File: config.mk
export PLATFORM = sky130hd
export DESIGN_NAME = iops_top
export DESIGN_NICKNAME = d
export VERILOG_FILES = /design/src/logic/iops_pkg.sv /design/src/logic/iops_top.sv
export VERILOG_INCLUDE_DIRS = /design/src /design/src/logic
export SDC_FILE = /design/constraint.sdc
export NUM_CORES = 1
export LEC_CHECK = 0
export ABC_AREA = 1
export BUFFER_PORTS_ARGS = -buffer_cell sky130_fd_sc_hd__buf_2
export CAP_MARGIN = 20
export CORE_MARGIN = 3
export CORE_UTILIZATION = 45
export DETAILED_ROUTE_END_ITERATION = 6
export PLACE_DENSITY = 0.71
export SYNTH_ARGS = -nofsm -noshare
export SYNTH_HDL_FRONTEND = slang
export SYNTH_SLANG_ARGS = --single-unit
File: constraint.sdc
create_clock -name i_ref_clk -period 1.7 [get_ports i_ref_clk]
set_clock_uncertainty 0.05 [all_clocks]
set_input_delay 0.17 -clock i_ref_clk [delete_from_list [all_inputs] [get_ports i_ref_clk]]
set_output_delay 0.17 -clock i_ref_clk [all_outputs]
set_load 0.01 [all_outputs]
File: src/logic/iops_consts.svh
// constants for the io port function select block: indices, masks, modes, reset values
`ifndef IOPS_CONSTS_SVH
`define IOPS_CONSTS_SVH

// port indices in the packed pin arrays
`define IOPS_P1          4'd0
`define IOPS_P2          4'd1
`define IOPS_P3          4'd2
`define IOPS_P4          4'd3
`define IOPS_P5          4'd4
`define IOPS_P6          4'd5
`define IOPS_PA          4'd6
`define IOPS_PB          4'd7
`define IOPS_PC          4'd8
`define IOPS_PD          4'd9
`define IOPS_PE          4'd10
`define IOPS_PF          4'd11
`define IOPS_PG          4'd12
`define IOPS_NPORTS      13

// implemented pin masks for the narrow ports
`define IOPS_MASK_P3     8'h3F
`define IOPS_MASK_P5     8'h0F
`define IOPS_MASK_PG     8'h1F
`define IOPS_MASK_FULL   8'hFF

// operating modes
`define IOPS_MODE1       3'd1
`define IOPS_MODE2       3'd2
`define IOPS_MODE3       3'd3
`define IOPS_MODE4       3'd4
`define IOPS_MODE5       3'd5
`define IOPS_MODE6       3'd6
`define IOPS_MODE7       3'd7

// reset values
`define IOPS_RST_BYTE    8'h00
`define IOPS_RST_F_CLK   8'h80
`define IOPS_INIT_LOAD   2'd2
`define IOPS_INIT_DONE   2'd3

// port F function pin positions
`define IOPS_F_CLK_BIT   3'd7
`define IOPS_F_WAIT_BIT  3'd2

`endif

File: src/logic/iops_pkg.sv
// types shared by the io port function select block
package iops_pkg;

  // register selector on the write and read ports
  typedef enum logic [2:0] {
    IOPS_REG_DIR    = 3'h0,
    IOPS_REG_LATCH  = 3'h1,
    IOPS_REG_PIN    = 3'h2,
    IOPS_REG_PULL   = 3'h3,
    IOPS_REG_ODC    = 3'h4
  } iops_reg_e;

  // external bus controller signals that may claim pins
  typedef struct packed {
    logic [23:0] addr;
    logic [15:0] dout;
    logic        data_oe;
    logic [3:0]  strobe_n;   // as, rd, hwr, lwr (high to low)
    logic        bus16;
  } iops_bus_s;

  typedef logic [12:0][7:0] iops_ports_t;
  typedef logic [4:0][7:0]  iops_pull_t;

endpackage

File: src/logic/iops_top.sv
// io port block: direction, output latch, pin-state, pull-up, open-drain and mode pin claims
//
// Overview of operation
// RULE1: each I/O pin direction bit: 1 drives output, 0 input, unless pin claimed.
// RULE2: output latch supplies level on every general-purpose output pin.
// RULE3: read-only pin-state register samples each pin of every port.
// RULE4: twelve I/O ports plus input-only port 4 that never drives.
// RULE5: ports A to E have pull-up control bits per pin.
// RULE6: ports 3 and A have open-drain bits disabling the high-side driver.
// RULE7: direction resets to 0, except clock pin in expanded ROM-less modes resets 1.
// RULE8: ports B, C in expanded ROM modes: direction 0 input, 1 address output.
// RULE9: mode 6 lower port A pins: direction 0 input, 1 address output.
// RULE10: mode 6 upper port A inputs also feed interrupt lines 7 to 4.
// RULE11: single-chip mode upper port A is I/O and feeds interrupt lines 7 to 4.
// RULE12: port F bit 7 input when direction 0, outputs system clock when 1.
// RULE13: expanded modes, port F bit 2 is I/O unless wait enable set, then wait input.
// RULE14: pin-state read returns latch for output bits, pin level for input bits.
// RULE15: direction registers are write-only; a read gives no stored value.
// RULE16: direction and latch clear on power-on and standby, kept over manual reset.
// RULE17: a bus function claiming a pin overrides its direction and latch.
// RULE18: pull-up acts only on input pins, forced off while pin drives.
`timescale 1ns/1ps
`default_nettype none
`include "iops_consts.svh"

module iops_top (
  input  wire logic                 i_ref_clk,
  input  wire logic                 i_arst_n,
  input  wire logic                 i_man_rst,
  input  wire logic                 i_hw_stby,
  input  wire logic [2:0]           i_mode,
  input  wire logic                 i_wait_pin_enable,
  input  wire logic                 i_clk_phi,
  input  wire iops_pkg::iops_bus_s  i_bus,
  input  wire logic                 i_wr_en,
  input  wire logic [3:0]           i_wr_port,
  input  wire iops_pkg::iops_reg_e  i_wr_reg,
  input  wire logic [7:0]           i_wr_data,
  input  wire logic [3:0]           i_rd_port,
  input  wire iops_pkg::iops_reg_e  i_rd_reg,
  input  wire iops_pkg::iops_ports_t i_pin,
  output iops_pkg::iops_ports_t     o_pin,
  output iops_pkg::iops_ports_t     o_pin_oe,
  output iops_pkg::iops_pull_t      o_pullup_en,
  output logic [7:0]                o_rd_data,
  output logic [15:0]               o_data_in,
  output logic [7:4]                o_irq_req,
  output logic                      o_wait_req,
  output logic                      o_ready
);
  import iops_pkg::*;

  // ****************************************
  // mode decoding helpers
  // ****************************************
  function automatic logic is_exp(input logic [2:0] m);
    is_exp = (m != `IOPS_MODE3) && (m != `IOPS_MODE7) && (m != 3'd0);
  endfunction
  function automatic logic is_romless(input logic [2:0] m);
    is_romless = (m == `IOPS_MODE1) || (m == `IOPS_MODE4) || (m == `IOPS_MODE5);
  endfunction
  function automatic logic [7:0] port_mask(input int p);
    port_mask = (p == 2) ? `IOPS_MASK_P3 : (p == 4) ? `IOPS_MASK_P5 :
                (p == 12) ? `IOPS_MASK_PG : `IOPS_MASK_FULL;
  endfunction

  // ****************************************
  // synchronisers for pins, manual reset, standby and mode strap
  // ****************************************
  iops_ports_t pin_s1_q, pin_s2_q;
  logic        mr_s1_q, mr_s2_q, hs_s1_q, hs_s2_q;
  logic [2:0]  mode_s1_q, mode_s2_q, mode_q;
  logic [1:0]  init_cnt_q;

  // first stage feeds only the second stage
  always_ff @(posedge i_ref_clk or negedge i_arst_n) begin
    if (!i_arst_n) begin
      pin_s1_q  <= '0;
      pin_s2_q  <= '0;
      mr_s1_q   <= 1'b0;
      mr_s2_q   <= 1'b0;
      hs_s1_q   <= 1'b0;
      hs_s2_q   <= 1'b0;
      mode_s1_q <= 3'd0;
      mode_s2_q <= 3'd0;
    end else begin
      pin_s1_q  <= i_pin;
      pin_s2_q  <= pin_s1_q;
      mr_s1_q   <= i_man_rst;
      mr_s2_q   <= mr_s1_q;
      hs_s1_q   <= i_hw_stby;
      hs_s2_q   <= hs_s1_q;
      mode_s1_q <= i_mode;
      mode_s2_q <= mode_s1_q;
    end
  end

  // strap caught after release, once the synchroniser has filled
  always_ff @(posedge i_ref_clk or negedge i_arst_n) begin
    if (!i_arst_n) begin
      init_cnt_q <= 2'd0;
      mode_q     <= 3'd0;
    end else begin
      if (init_cnt_q != `IOPS_INIT_DONE)
        init_cnt_q <= init_cnt_q + 2'd1;
      if (init_cnt_q == `IOPS_INIT_LOAD)
        mode_q <= mode_s2_q;
    end
  end

  // ****************************************
  // register file
  // ****************************************
  iops_ports_t dir_q, latch_q;
  iops_pull_t  pull_q;
  logic [1:0][7:0] odc_q;       // 0: port 3, 1: port A
  wire  init_load = (init_cnt_q == `IOPS_INIT_LOAD);
  wire  wr_ok     = i_wr_en && !mr_s2_q && !hs_s2_q && (init_cnt_q == `IOPS_INIT_DONE);
  wire  [2:0] rst_mode = init_load ? mode_s2_q : mode_q;
  wire  f_clk_rst = is_romless(rst_mode);

  // clock pin direction starts as output only in expanded ROM-less modes
  wire [7:0] f_dir_rst = f_clk_rst ? `IOPS_RST_F_CLK : `IOPS_RST_BYTE;  // [RULE7]

  genvar p;
  generate
    for (p = 0; p < `IOPS_NPORTS; p++) begin : g_port
      wire sel    = wr_ok && (i_wr_port == 4'(p));
      wire wr_dir = sel && (i_wr_reg == IOPS_REG_DIR) && (p != 3);  // [RULE4]
      wire wr_lat = sel && (i_wr_reg == IOPS_REG_LATCH) && (p != 3);
      // manual reset does not touch these; only power-on and standby clear them
      always_ff @(posedge i_ref_clk or negedge i_arst_n) begin
        if (!i_arst_n) begin
          dir_q[p]   <= `IOPS_RST_BYTE;  // [RULE16]
          latch_q[p] <= `IOPS_RST_BYTE;
        end else if (hs_s2_q || init_load) begin
          dir_q[p]   <= (p == 11) ? f_dir_rst : `IOPS_RST_BYTE;  // [RULE7] [RULE16]
          latch_q[p] <= hs_s2_q ? `IOPS_RST_BYTE : latch_q[p];
        end else begin
          if (wr_dir)
            dir_q[p] <= i_wr_data & port_mask(p);  // [RULE1]
          if (wr_lat)
            latch_q[p] <= i_wr_data & port_mask(p);  // [RULE2]
        end
      end
    end
    for (p = 0; p < 5; p++) begin : g_pull
      wire wr_pull = wr_ok && (i_wr_reg == IOPS_REG_PULL) && (i_wr_port == 4'(p + 6));
      always_ff @(posedge i_ref_clk or negedge i_arst_n) begin
        if (!i_arst_n)
          pull_q[p] <= `IOPS_RST_BYTE;
        else if (hs_s2_q)
          pull_q[p] <= `IOPS_RST_BYTE;
        else if (wr_pull)
          pull_q[p] <= i_wr_data;  // [RULE5]
      end
    end
    for (p = 0; p < 2; p++) begin : g_odc
      wire wr_odc = wr_ok && (i_wr_reg == IOPS_REG_ODC) && (i_wr_port == (p == 0 ? `IOPS_P3 : `IOPS_PA));
      always_ff @(posedge i_ref_clk or negedge i_arst_n) begin
        if (!i_arst_n)
          odc_q[p] <= `IOPS_RST_BYTE;
        else if (hs_s2_q)
          odc_q[p] <= `IOPS_RST_BYTE;
        else if (wr_odc)
          odc_q[p] <= i_wr_data & port_mask(p == 0 ? 2 : 6);  // [RULE6]
      end
    end
  endgenerate

  // ****************************************
  // pin function claims by mode
  // ****************************************
  wire exp_m  = is_exp(mode_q);
  wire rl_m   = is_romless(mode_q);
  wire rom_m  = (mode_q == `IOPS_MODE2) || (mode_q == `IOPS_MODE6);
  wire m45    = (mode_q == `IOPS_MODE4) || (mode_q == `IOPS_MODE5);
  wire m6     = (mode_q == `IOPS_MODE6);

  // address pins: B, C fixed in ROM-less modes, per direction bit in ROM modes; A per direction bit in modes 4 to 6, lower five fixed in 4, 5
  wire [7:0] b_claim = rl_m ? 8'hFF : rom_m ? dir_q[`IOPS_PB] : 8'h00;  // [RULE8] [RULE17]
  wire [7:0] c_claim = rl_m ? 8'hFF : rom_m ? dir_q[`IOPS_PC] : 8'h00;  // [RULE8] [RULE17]
  wire [7:0] a_claim = m45 ? {dir_q[`IOPS_PA][7:5], 5'h1F} :
                       m6  ? dir_q[`IOPS_PA] : 8'h00;                   // [RULE9] [RULE10]
  wire [7:0] d_claim = exp_m ? 8'hFF : 8'h00;
  wire [7:0] e_claim = (exp_m && i_bus.bus16) ? 8'hFF : 8'h00;
  wire       wait_on = exp_m && i_wait_pin_enable;                      // [RULE13]
  wire [7:0] f_claim = {dir_q[`IOPS_PF][7], {4{exp_m}}, wait_on, 2'b00};  // [RULE12]

  iops_ports_t fclaim, fval, foe;
  assign fclaim = {8'h00, f_claim, e_claim, d_claim, c_claim, b_claim, a_claim, 48'h0000_0000_0000};
  assign fval   = {8'h00, i_clk_phi, i_bus.strobe_n, 3'b000, i_bus.dout[7:0], i_bus.dout[15:8],
                   i_bus.addr[7:0], i_bus.addr[15:8], i_bus.addr[23:16], 48'h0000_0000_0000};
  // wait pin is claimed as an input, so its function enable is low
  assign foe    = {8'h00, 5'h1F, 3'b000, {8{i_bus.data_oe}}, {8{i_bus.data_oe}}, 24'hFF_FFFF,
                   48'h0000_0000_0000};

  // ****************************************
  // pin drivers, open-drain and pull-ups
  // ****************************************
  iops_ports_t gpio_val, gpio_oe, odc_full;
  // each open-drain register sits at its own port index: ports 12..7, A, 5..3, 3rd port, 1..0
  // a misplaced slice here would silently move open-drain onto a neighbouring port
  assign odc_full = {48'h0000_0000_0000, odc_q[1], 24'h00_0000, odc_q[0], 16'h0000};

  generate
    for (p = 0; p < `IOPS_NPORTS; p++) begin : g_drv
      assign gpio_val[p] = latch_q[p];  // [RULE2]
      // open drain: a high level turns the driver off instead of pulling up
      assign gpio_oe[p]  = dir_q[p] & ~(odc_full[p] & latch_q[p]);  // [RULE1] [RULE6]
      assign o_pin[p]    = (fclaim[p] & fval[p]) | (~fclaim[p] & gpio_val[p]);  // [RULE17]
      // input-only port and unimplemented pins never drive
      assign o_pin_oe[p] = (p == 3) ? 8'h00 :
                           (((fclaim[p] & foe[p]) | (~fclaim[p] & gpio_oe[p])) & port_mask(p));  // [RULE4]
    end
    for (p = 0; p < 5; p++) begin : g_pu
      assign o_pullup_en[p] = pull_q[p] & ~o_pin_oe[p + 6];  // [RULE18]
    end
  endgenerate

  // ****************************************
  // pin-state and read port
  // ****************************************
  iops_ports_t pin_state;
  assign pin_state = (dir_q & latch_q) | (~dir_q & pin_s2_q);  // [RULE3] [RULE14]

  wire [7:0] rd_pull = (i_rd_port >= `IOPS_PA && i_rd_port <= `IOPS_PE) ?
                       pull_q[3'(i_rd_port - `IOPS_PA)] : 8'h00;
  wire [7:0] rd_odc  = (i_rd_port == `IOPS_P3) ? odc_q[0] :
                       (i_rd_port == `IOPS_PA) ? odc_q[1] : 8'h00;
  wire       rd_ok   = i_rd_port < 4'(`IOPS_NPORTS);
  // direction is write-only; reads of it return zero, never the stored bits
  wire [7:0] rd_mux  = !rd_ok ? 8'h00 :
                       (i_rd_reg == IOPS_REG_LATCH) ? latch_q[i_rd_port] :
                       (i_rd_reg == IOPS_REG_PIN)   ? pin_state[i_rd_port] :
                       (i_rd_reg == IOPS_REG_PULL)  ? rd_pull :
                       (i_rd_reg == IOPS_REG_ODC)   ? rd_odc : 8'h00;  // [RULE15]

  always_ff @(posedge i_ref_clk or negedge i_arst_n) begin
    if (!i_arst_n)
      o_rd_data <= 8'h00;
    else
      o_rd_data <= rd_mux;
  end

  // ****************************************
  // inputs toward the core
  // ****************************************
  // interrupt lines follow the upper port A pins unless they carry address
  always_ff @(posedge i_ref_clk or negedge i_arst_n) begin
    if (!i_arst_n) begin
      o_irq_req  <= 4'h0;
      o_wait_req <= 1'b0;
      o_data_in  <= 16'h0000;
    end else begin
      o_irq_req  <= pin_s2_q[`IOPS_PA][7:4] & ~a_claim[7:4];  // [RULE10] [RULE11]
      o_wait_req <= wait_on & pin_s2_q[`IOPS_PF][`IOPS_F_WAIT_BIT];  // [RULE13]
      o_data_in  <= {pin_s2_q[`IOPS_PD], pin_s2_q[`IOPS_PE]};
    end
  end

  assign o_ready = (init_cnt_q == `IOPS_INIT_DONE) && !mr_s2_q && !hs_s2_q;
endmodule // iops_top

`default_nettype wire
==> results of run 1 <==
## logic make-up after synthesis
| logic type | share of synthesized area |
|---|---|
| AO/OA/AOI/OAI | 0.117 |
| XOR/XNOR | 0.000419 |
| adder cells (fa/ha/maj) | 0.00239 |
| buffers and inverters | 0.108 |
| flip-flops | 0.574 |
| multiplexers | 0.00215 |
| other | 0.000179 |
| AND/OR/NAND/NOR | 0.196 |
## area by class of cell
cell class	count	area, sq um
Fill cell	3551	14800
Sequential cell	480	12000
Multi-Input combinational cell	1506	8070
Timing Repair Buffer	903	7150
Clock buffer	67	1430
Inverter	288	1160
Tap cell	600	751
Clock inverter	21	344
Antenna cell	1	2.50
## how the worst max path moves through the flow
stage                  start               to  slack, ns  cells after the start
2_1_floorplan      mode_q[0]  o_pullup_en[27]      -0.11                      7
3_3_place_gp   init_cnt_q[0]     gpio_val[67]      -0.32                      9
3_5_place_dp   init_cnt_q[0]     gpio_val[67]      -0.38                      9
4_1_cts            mode_q[1]        o_pin[64]      -0.64                      8
5_1_grt            mode_q[1]  o_pullup_en[32]      -0.76                     10
6_report           mode_q[1]  o_pullup_en[38]      -0.68                      9
## per-stage QoR
step / instances / setup TNS, ns / hold WS [ns] / utilization / instance area (sq um)
global route: 3866 / -147.69 / 0.0864 / 0.677 / 30900
global placement: 3605 / -27.33 / 0.0157 / 0.561 / 25600
finish: 3866 / -119.40 / 0.0594 / 0.677 / 30900
CTS: 3857 / -114.20 / 0.0306 / 0.667 / 30500
floorplan: 2450 / -1.33 / -0.176 / - / 21200
detailed placement: 3605 / -39.34 / 0.0133 / 0.561 / 25600
## critical path: cells and delay by family, from the launching register on
family	cells	cell delay (ns)
buf+inv	5	0.69
compound gates	2	0.32
flops	1	0.45
simple gates	2	0.10
## registers in the layout, indices dropped and copies added, names as in the netlist, 2 cells and up
signal      flops
o_pin_oe       33
pin_s2_q      104
pin_s1_q      104
o_rd_data       8
dir_q          54
o_pin          39
mode_q          3
mode_s2_q       3
o_data_in      16
pull_q         40
gpio_val       48
odc_full       14
mode_s1_q       3
init_cnt_q      2
o_irq_req       4
## power by group
part / switching, uW / internal [uW] / total [uW]
registers: 491 / 12100 / 12600
logic: 3150 / 2140 / 5300
clock network: 4660 / 7240 / 11900
total: 8310 / 21500 / 29800
## synthesized netlist by cell type (10+ instances only)
cell and number:
sky130_fd_sc_hd__a21oi_1 70, sky130_fd_sc_hd__a31oi_1 12, sky130_fd_sc_hd__buf_2 36, sky130_fd_sc_hd__buf_4 114, sky130_fd_sc_hd__clkbuf_1 22, sky130_fd_sc_hd__dfrtp_1 480
sky130_fd_sc_hd__inv_1 268, sky130_fd_sc_hd__inv_2 15, sky130_fd_sc_hd__nand2_1 696, sky130_fd_sc_hd__nand3_1 96, sky130_fd_sc_hd__nor2_1 178, sky130_fd_sc_hd__o211ai_1 10
sky130_fd_sc_hd__o21ai_0 254, sky130_fd_sc_hd__o21ai_1 37, sky130_fd_sc_hd__o21ai_2 17, sky130_fd_sc_hd__o22ai_1 32
## per-layer routing
layer  vias to the layer above  part of all wire
met3                       232             0.092
met1                     10170              0.40
li1                       9156                 -
met5                         -                 0
met2                      1212              0.46
met4                         0             0.044
## repair_timing
action	4_1_cts	5_1_grt
hold buffers	114	0
endpoints found under the hold margin	594	0
resized for setup	469	104
setup buffers	41	9
pin swaps	38	15
endpoints found under the setup margin	360	385
gates cloned	13	1
==> metrics.txt, run 1 <==
# TYPE chip_impl_metric gauge
chip_impl_info{name="timing.rr.start",value="init_cnt_q[1]"} 1
chip_impl_metric{name="viasPerCell",unit=""} 5.37
chip_impl_metric{name="slowest_delay",unit="ns"} 0.45
chip_impl_info{name="cts_root_buffer",value="sky130_fd_sc_hd__clkbuf_16"} 1
chip_impl_metric{name="crit_path_max_fanout",unit=""} 8
chip_impl_metric{name="drv_slew",unit=""} 0
chip_impl_metric{name="max_slew_margin",unit=""} 0.286
chip_impl_metric{name="num_vias",unit=""} 20770
chip_impl_metric{name="die-height",unit="um"} 222
chip_impl_info{name="failed_checks",value="negative setup slack"} 1
chip_impl_metric{name="final_antenna_net_count",unit=""} 0
chip_impl_metric{name="max-cap-violations",unit=""} 0
chip_impl_metric{name="achievable-frequency",unit="MHz"} 420
chip_impl_info{name="mostFrequentLayoutCells",value="578 x sky130_fd_sc_hd__nand2_1, 478 x sky130_fd_sc_hd__dfrtp_1, 407 x sky130_fd_sc_hd__buf_2"} 1
chip_impl_metric{name="final_hold_viol_count",unit=""} 0
chip_impl_metric{name="p_leak",unit="uW"} 0.0155
chip_impl_info{name="timing.hold.worst.start",value="i_wr_port[1]"} 1
chip_impl_metric{name="io_pins",unit=""} 460
chip_impl_metric{name="detailed_placer_s_ending_hpwl",unit="mm"} 67.9
chip_impl_metric{name="powerDensity",unit="nW/um^2"} 963
chip_impl_metric{name="drtPass1Iterations",unit=""} 5
chip_impl_metric{name="clock_pin_slew_on_the_worst_setup_and_hold_paths",unit="ns"} 0.06
chip_impl_info{name="global_route.peak_usage_layer",value="met2"} 1
chip_impl_metric{name="synthesis.area_per_instance",unit="sq um"} 8.66
chip_impl_metric{name="yosys_register_bits",unit=""} 480
chip_impl_metric{name="synth_largest_type_area_fraction",unit=""} 0.574
chip_impl_metric{name="start_util",unit=""} 0.458
chip_impl_info{name="crit_path_end_kind",value="output port"} 1
chip_impl_metric{name="routed_wire_per_std_cell",unit="um"} 23.7
chip_impl_metric{name="floorplan.die_area",unit="sq um"} 49100
chip_impl_metric{name="ys_seq_area_frac",unit=""} 0.574
chip_impl_metric{name="numCtsBuffers",unit=""} 50
chip_impl_metric{name="groute.layer.met3.usage",unit=""} 0.0683
chip_impl_metric{name="max-clock-path-buffers",unit=""} 3
chip_impl_metric{name="report.power.total",unit="uW"} 29800
chip_impl_metric{name="placement.io_buffers",unit=""} 425
chip_impl_metric{name="layout-drive-gt1-share",unit=""} 0.363
chip_impl_metric{name="horizontal_extent_of_the_die",unit="um"} 222
chip_impl_metric{name="min_delay_path_depth",unit=""} 6
chip_impl_info{name="setup.worst_path.start_class",value="flop"} 1
chip_impl_info{name="layout.cells.most_common",value="sky130_fd_sc_hd__nand2_1"} 1
chip_impl_metric{name="worst_slack",unit="ns"} -0.683
chip_impl_metric{name="global_route_wire_length_before_repair",unit="mm"} 134
chip_impl_metric{name="antenna_found_initial",unit=""} 2
chip_impl_metric{name="post-route-drc-count",unit=""} 0
chip_impl_metric{name="largest_net_degree_at_the_start_of_global_routing",unit=""} 84
chip_impl_metric{name="grt_util_all_layers",unit=""} 0.365
chip_impl_info{name="result_of_the_run",value="finished, violations left"} 1
chip_impl_info{name="post_synth_main_area_contributors",value="sky130_fd_sc_hd__dfrtp_1 57%, sky130_fd_sc_hd__nand2_1 12%, sky130_fd_sc_hd__o21ai_0 6.1%"} 1
chip_impl_info{name="path_cells",value="buf_6 -> a21oi_4 -> buf_6 -> nor2_4 -> buf_12 -> buf_12 -> o21ai_2 -> nor2_1 -> buf_2"} 1
chip_impl_info{name="slowest_stage",value="sky130_fd_sc_hd__dfrtp_2"} 1
chip_impl_metric{name="floorplan.core_area",unit="sq um"} 45700
chip_impl_metric{name="cts-htree-levels",unit=""} 2
chip_impl_info{name="yosys.area.top_type",value="sky130_fd_sc_hd__dfrtp_1"} 1
chip_impl_metric{name="cp.required",unit="ns"} 1.48
chip_impl_metric{name="worst_skew_pair.late_latency",unit="ns"} 0.60
chip_impl_metric{name="fin_crit_sh",unit=""} 1.40
chip_impl_metric{name="wirelength",unit="mm"} 91.5
chip_impl_metric{name="synth-async-reset-ratio",unit=""} 1.00
chip_impl_metric{name="placement_rows",unit=""} 78
chip_impl_info{name="crit-reg2reg-capture",value="pull_q[27]"} 1
chip_impl_metric{name="r2r.worst_path.cells",unit=""} 12
chip_impl_info{name="postSynth.topFlopCell",value="sky130_fd_sc_hd__dfrtp_1"} 1
chip_impl_metric{name="synth-edff-count",unit=""} 0
chip_impl_metric{name="power.ir.vdd_worst",unit="mV"} 0.953
chip_impl_metric{name="final_nets",unit=""} 3415
chip_impl_metric{name="cell_area_synth",unit="sq um"} 20900
chip_impl_metric{name="drt_first_iter_violations",unit=""} 2351
chip_impl_metric{name="finalSetupViolations",unit=""} 380
chip_impl_info{name="timing_worst_setup_path_type",value="flop to output port"} 1
chip_impl_info{name="worst_hold_path_ep",value="dir_q[71]"} 1
chip_impl_metric{name="cts_sinks",unit=""} 480
chip_impl_metric{name="yosysWarnings",unit=""} 0
chip_impl_metric{name="fin_crit",unit="ns"} 2.38
chip_impl_metric{name="number_of_global_route_vias_before_repair",unit=""} 20768
chip_impl_info{name="tritoncts_clock_tree",value="yes"} 1
chip_impl_metric{name="rrSetupSlack",unit="ns"} -0.35
chip_impl_metric{name="grt.met1_usage",unit=""} 0.503
chip_impl_metric{name="ys_types",unit=""} 42
chip_impl_metric{name="layout-area-overhead-vs-synth",unit="%"} 47.7
chip_impl_metric{name="tightestPinTransition",unit="ns"} 1.07
chip_impl_metric{name="gr_layer_usage_met2",unit=""} 0.580
chip_impl_metric{name="netlist_instances",unit=""} 2417
chip_impl_metric{name="cp.arrival",unit="ns"} 2.16
chip_impl_metric{name="global_route.overflow_total",unit=""} 0
chip_impl_info{name="grt_setup_unrepaired",value="yes"} 1
chip_impl_metric{name="pre_cts_slack",unit="ns"} -0.384
chip_impl_info{name="worstHoldPathType",value="input port to flop"} 1
chip_impl_metric{name="globalplace.congestion",unit=""} 1.07
Note: power is estimated with default switching activity, not from simulation.
==> run 2: changes to the inputs <==
--- a/config.mk
+++ b/config.mk
@@ -12,7 +12,7 @@
 export CORE_MARGIN = 3
 export CORE_UTILIZATION = 45
 export DETAILED_ROUTE_END_ITERATION = 6
-export PLACE_DENSITY = 0.71
+export PLACE_DENSITY = 0.78
 export SYNTH_ARGS = -nofsm -noshare
 export SYNTH_HDL_FRONTEND = slang
 export SYNTH_SLANG_ARGS = --single-unit
==> constraint.sdc (replaced) <==
create_clock -name i_ref_clk -period 2.7 [get_ports i_ref_clk]
set_clock_uncertainty 0.05 [all_clocks]
set_input_delay 0.27 -clock i_ref_clk [delete_from_list [all_inputs] [get_ports i_ref_clk]]
set_output_delay 0.27 -clock i_ref_clk [all_outputs]
set_load 0.01 [all_outputs]
==> run 2 against run 1 <==
  * Non-clock buffer count decreased by 266
  * Via count decreased by 5.8%
  * Sequential share of layout area increased by 6.3 points
  * Hold slack improved by 0.0044 ns
  * Critical path type unchanged
  * The run now ends clean
  * Global-route usage decreased by 1.5 points
==> metrics.txt, run 2 (synthesized netlist as in run 1, its figures left out) <==
# TYPE chip_impl_metric gauge
chip_impl_info{name="result_of_the_run",value="complete, no violations"} 1
chip_impl_metric{name="cp.required",unit="ns"} 2.38
chip_impl_metric{name="cts_sinks",unit=""} 480
chip_impl_metric{name="placement_rows",unit=""} 78
chip_impl_info{name="mostFrequentLayoutCells",value="694 x sky130_fd_sc_hd__nand2_1, 480 x sky130_fd_sc_hd__dfrtp_1, 424 x sky130_fd_sc_hd__buf_2"} 1
chip_impl_metric{name="cp.arrival",unit="ns"} 2.35
chip_impl_metric{name="fin_crit",unit="ns"} 2.67
chip_impl_metric{name="num_vias",unit=""} 19556
chip_impl_metric{name="drv_slew",unit=""} 0
chip_impl_metric{name="achievable-frequency",unit="MHz"} 374
chip_impl_metric{name="number_of_global_route_vias_before_repair",unit=""} 19392
chip_impl_metric{name="worst_slack",unit="ns"} 0.0274
chip_impl_metric{name="antenna_found_initial",unit=""} 3
chip_impl_metric{name="detailed_placer_s_ending_hpwl",unit="mm"} 66.5
chip_impl_metric{name="powerDensity",unit="nW/um^2"} 676
chip_impl_metric{name="pre_cts_slack",unit="ns"} 0.116
chip_impl_metric{name="wirelength",unit="mm"} 87.5
chip_impl_metric{name="post-route-drc-count",unit=""} 0
chip_impl_info{name="worst_path_dominant_cell_family",value="buffers and inverters"} 1
chip_impl_info{name="tritoncts_clock_tree",value="yes"} 1
chip_impl_info{name="cts_root_buffer",value="sky130_fd_sc_hd__clkbuf_16"} 1
chip_impl_metric{name="drt_first_iter_violations",unit=""} 2175
chip_impl_info{name="layout.cells.most_common",value="sky130_fd_sc_hd__nand2_1"} 1
chip_impl_metric{name="finalSetupViolations",unit=""} 0
chip_impl_metric{name="layout.filler_cells",unit=""} 3958
chip_impl_metric{name="report.power.total",unit="uW"} 18000
chip_impl_metric{name="power.ir.vdd_worst",unit="mV"} 0.726
chip_impl_info{name="setup.worst_path.start_class",value="flop"} 1
chip_impl_metric{name="clock_pin_slew_on_the_worst_setup_and_hold_paths",unit="ns"} 0.07
chip_impl_metric{name="sequential_standard_cell_area",unit="sq um"} 12000
chip_impl_metric{name="fin_hold_ws",unit="ns"} 0.0638
chip_impl_metric{name="postLayoutCoreUtil",unit=""} 0.582
chip_impl_metric{name="slowest_delay",unit="ns"} 0.40
chip_impl_metric{name="globalplace.congestion",unit=""} 1.05
chip_impl_info{name="layout_top_registers",value="pin_s1_q x104, pin_s2_q x104, dir_q x54"} 1
chip_impl_metric{name="critical_path_buf_inv_count",unit=""} 3
chip_impl_info{name="worstHoldPathType",value="input port to flop"} 1
chip_impl_metric{name="multiInputGateArea",unit="sq um"} 6800
chip_impl_metric{name="routed_wire_per_std_cell",unit="um"} 24.3
chip_impl_metric{name="floorplan.die_area",unit="sq um"} 49100
chip_impl_metric{name="max_slew_margin",unit=""} 0.262
chip_impl_info{name="path_cells",value="inv_2 -> a21oi_2 -> a21oi_2 -> buf_6 -> nor2_4 -> nand2_2 -> nand2_1 -> nor2_2 -> buf_2"} 1
chip_impl_metric{name="global_route_wire_length_before_repair",unit="mm"} 128
chip_impl_metric{name="tightestPinTransition",unit="ns"} 1.10
chip_impl_metric{name="final_hold_viol_count",unit=""} 0
chip_impl_metric{name="layout-drive-gt1-share",unit=""} 0.231
chip_impl_info{name="crit_path_end_kind",value="output port"} 1
chip_impl_metric{name="worst_skew_pair.late_latency",unit="ns"} 0.59
chip_impl_metric{name="grt_util_all_layers",unit=""} 0.350
chip_impl_metric{name="global_route.overflow_total",unit=""} 0
chip_impl_metric{name="io_pins",unit=""} 460
chip_impl_metric{name="fin_crit_sh",unit=""} 0.990
chip_impl_metric{name="viasPerCell",unit=""} 5.43
chip_impl_metric{name="p_leak",unit="uW"} 0.0136
chip_impl_metric{name="die-height",unit="um"} 222
chip_impl_metric{name="layout-area-overhead-vs-synth",unit="%"} 27.1
chip_impl_info{name="slowest_stage",value="sky130_fd_sc_hd__dfrtp_1"} 1
chip_impl_metric{name="placement.io_buffers",unit=""} 425
chip_impl_metric{name="final_antenna_net_count",unit=""} 0
chip_impl_metric{name="start_util",unit=""} 0.458
chip_impl_info{name="timing_worst_setup_path_type",value="flop to output port"} 1
chip_impl_metric{name="largest_net_degree_at_the_start_of_global_routing",unit=""} 89
chip_impl_metric{name="cts-htree-levels",unit=""} 2
chip_impl_metric{name="horizontal_extent_of_the_die",unit="um"} 222
chip_impl_metric{name="crit_path_max_fanout",unit=""} 8
chip_impl_metric{name="max-cap-violations",unit=""} 0
chip_impl_metric{name="floorplan.core_area",unit="sq um"} 45700
chip_impl_metric{name="max-clock-path-buffers",unit=""} 3
chip_impl_metric{name="numCtsBuffers",unit=""} 51
chip_impl_info{name="grt_setup_unrepaired",value="yes"} 1
chip_impl_info{name="critPathMostFrequentCell",value="sky130_fd_sc_hd__a21oi_2"} 1
chip_impl_metric{name="drtPass1Iterations",unit=""} 6
chip_impl_metric{name="final_nets",unit=""} 3148
## run 2: repair_timing
item	CTS	global route
buffers inserted	0	0
hold endpoints to repair	177	0
resized for setup	11	8
endpoints found under the setup margin	19	21
hold buffers	111	0
pin swaps	1	1
## run 2: layout make-up
| class | instances | area share |
|---|---|---|
| inverters | 288 | 0.0410 |
| diodes | 1 | 0.0000941 |
| flip-flops and latches | 480 | 0.452 |
| multi-input cells | 1504 | 0.256 |
| clock inverters | 17 | 0.00960 |
| well taps | 600 | 0.0282 |
| repair buffers | 637 | 0.156 |
| clock buffers | 75 | 0.0578 |
## run 2: metrics by stage
step	cell area [sq um]	cells	setup TNS, ns
after floorplan	21000	2450	0
after global placement	23700	3398	0
after detailed placement	23700	3398	0
after CTS	26600	3601	0
after global routing	26600	3601	-0.0492
final	26600	3602	0
## run 2: where the power goes
group | total [uW] | switching [uW] | internal [uW]
clock | 7470 | 2960 | 4500
combinational | 2570 | 1700 | 861
sequential | 7940 | 327 | 7610
total | 18000 | 5000 | 13000
## run 2: worst reg2reg max path, stage by stage (launching register included)
cell                      delay, ns
sky130_fd_sc_hd__dfrtp_1       0.40
sky130_fd_sc_hd__ha_1          0.27
sky130_fd_sc_hd__nand2_2       0.09
sky130_fd_sc_hd__nor2_4        0.12
sky130_fd_sc_hd__nand2_4       0.10
sky130_fd_sc_hd__nor2_4        0.15
sky130_fd_sc_hd__nand2_2       0.10
sky130_fd_sc_hd__o21ai_1       0.61
sky130_fd_sc_hd__inv_1         0.23
sky130_fd_sc_hd__nand2_1       0.10
sky130_fd_sc_hd__o21ai_0       0.09
## run 2: path summary, 6_finish.rpt
kind                       slack, ns     startpoint  cells past startpoint              end
max in group asynchronous       1.48       i_arst_n                      3     pin_s1_q[28]
min in group asynchronous       0.30       i_arst_n                      2     pin_s1_q[11]
min reg2reg                     0.29   mode_s1_q[0]                      0     mode_s2_q[0]
min                             0.06   i_wr_data[5]                      3         o_pin[5]
max                             0.03      mode_q[2]                      9  o_pullup_en[33]
max reg2reg                     0.27  init_cnt_q[0]                     10        dir_q[79]
## run 2: metal layers
metal	track usage	vias up	part of all wire
met1	0.487	9470	0.41
li1	-	8594	-
met4	0.132	2	0.042
met3	0.0684	214	0.10
met5	0	-	0.00015
met2	0.548	1276	0.45
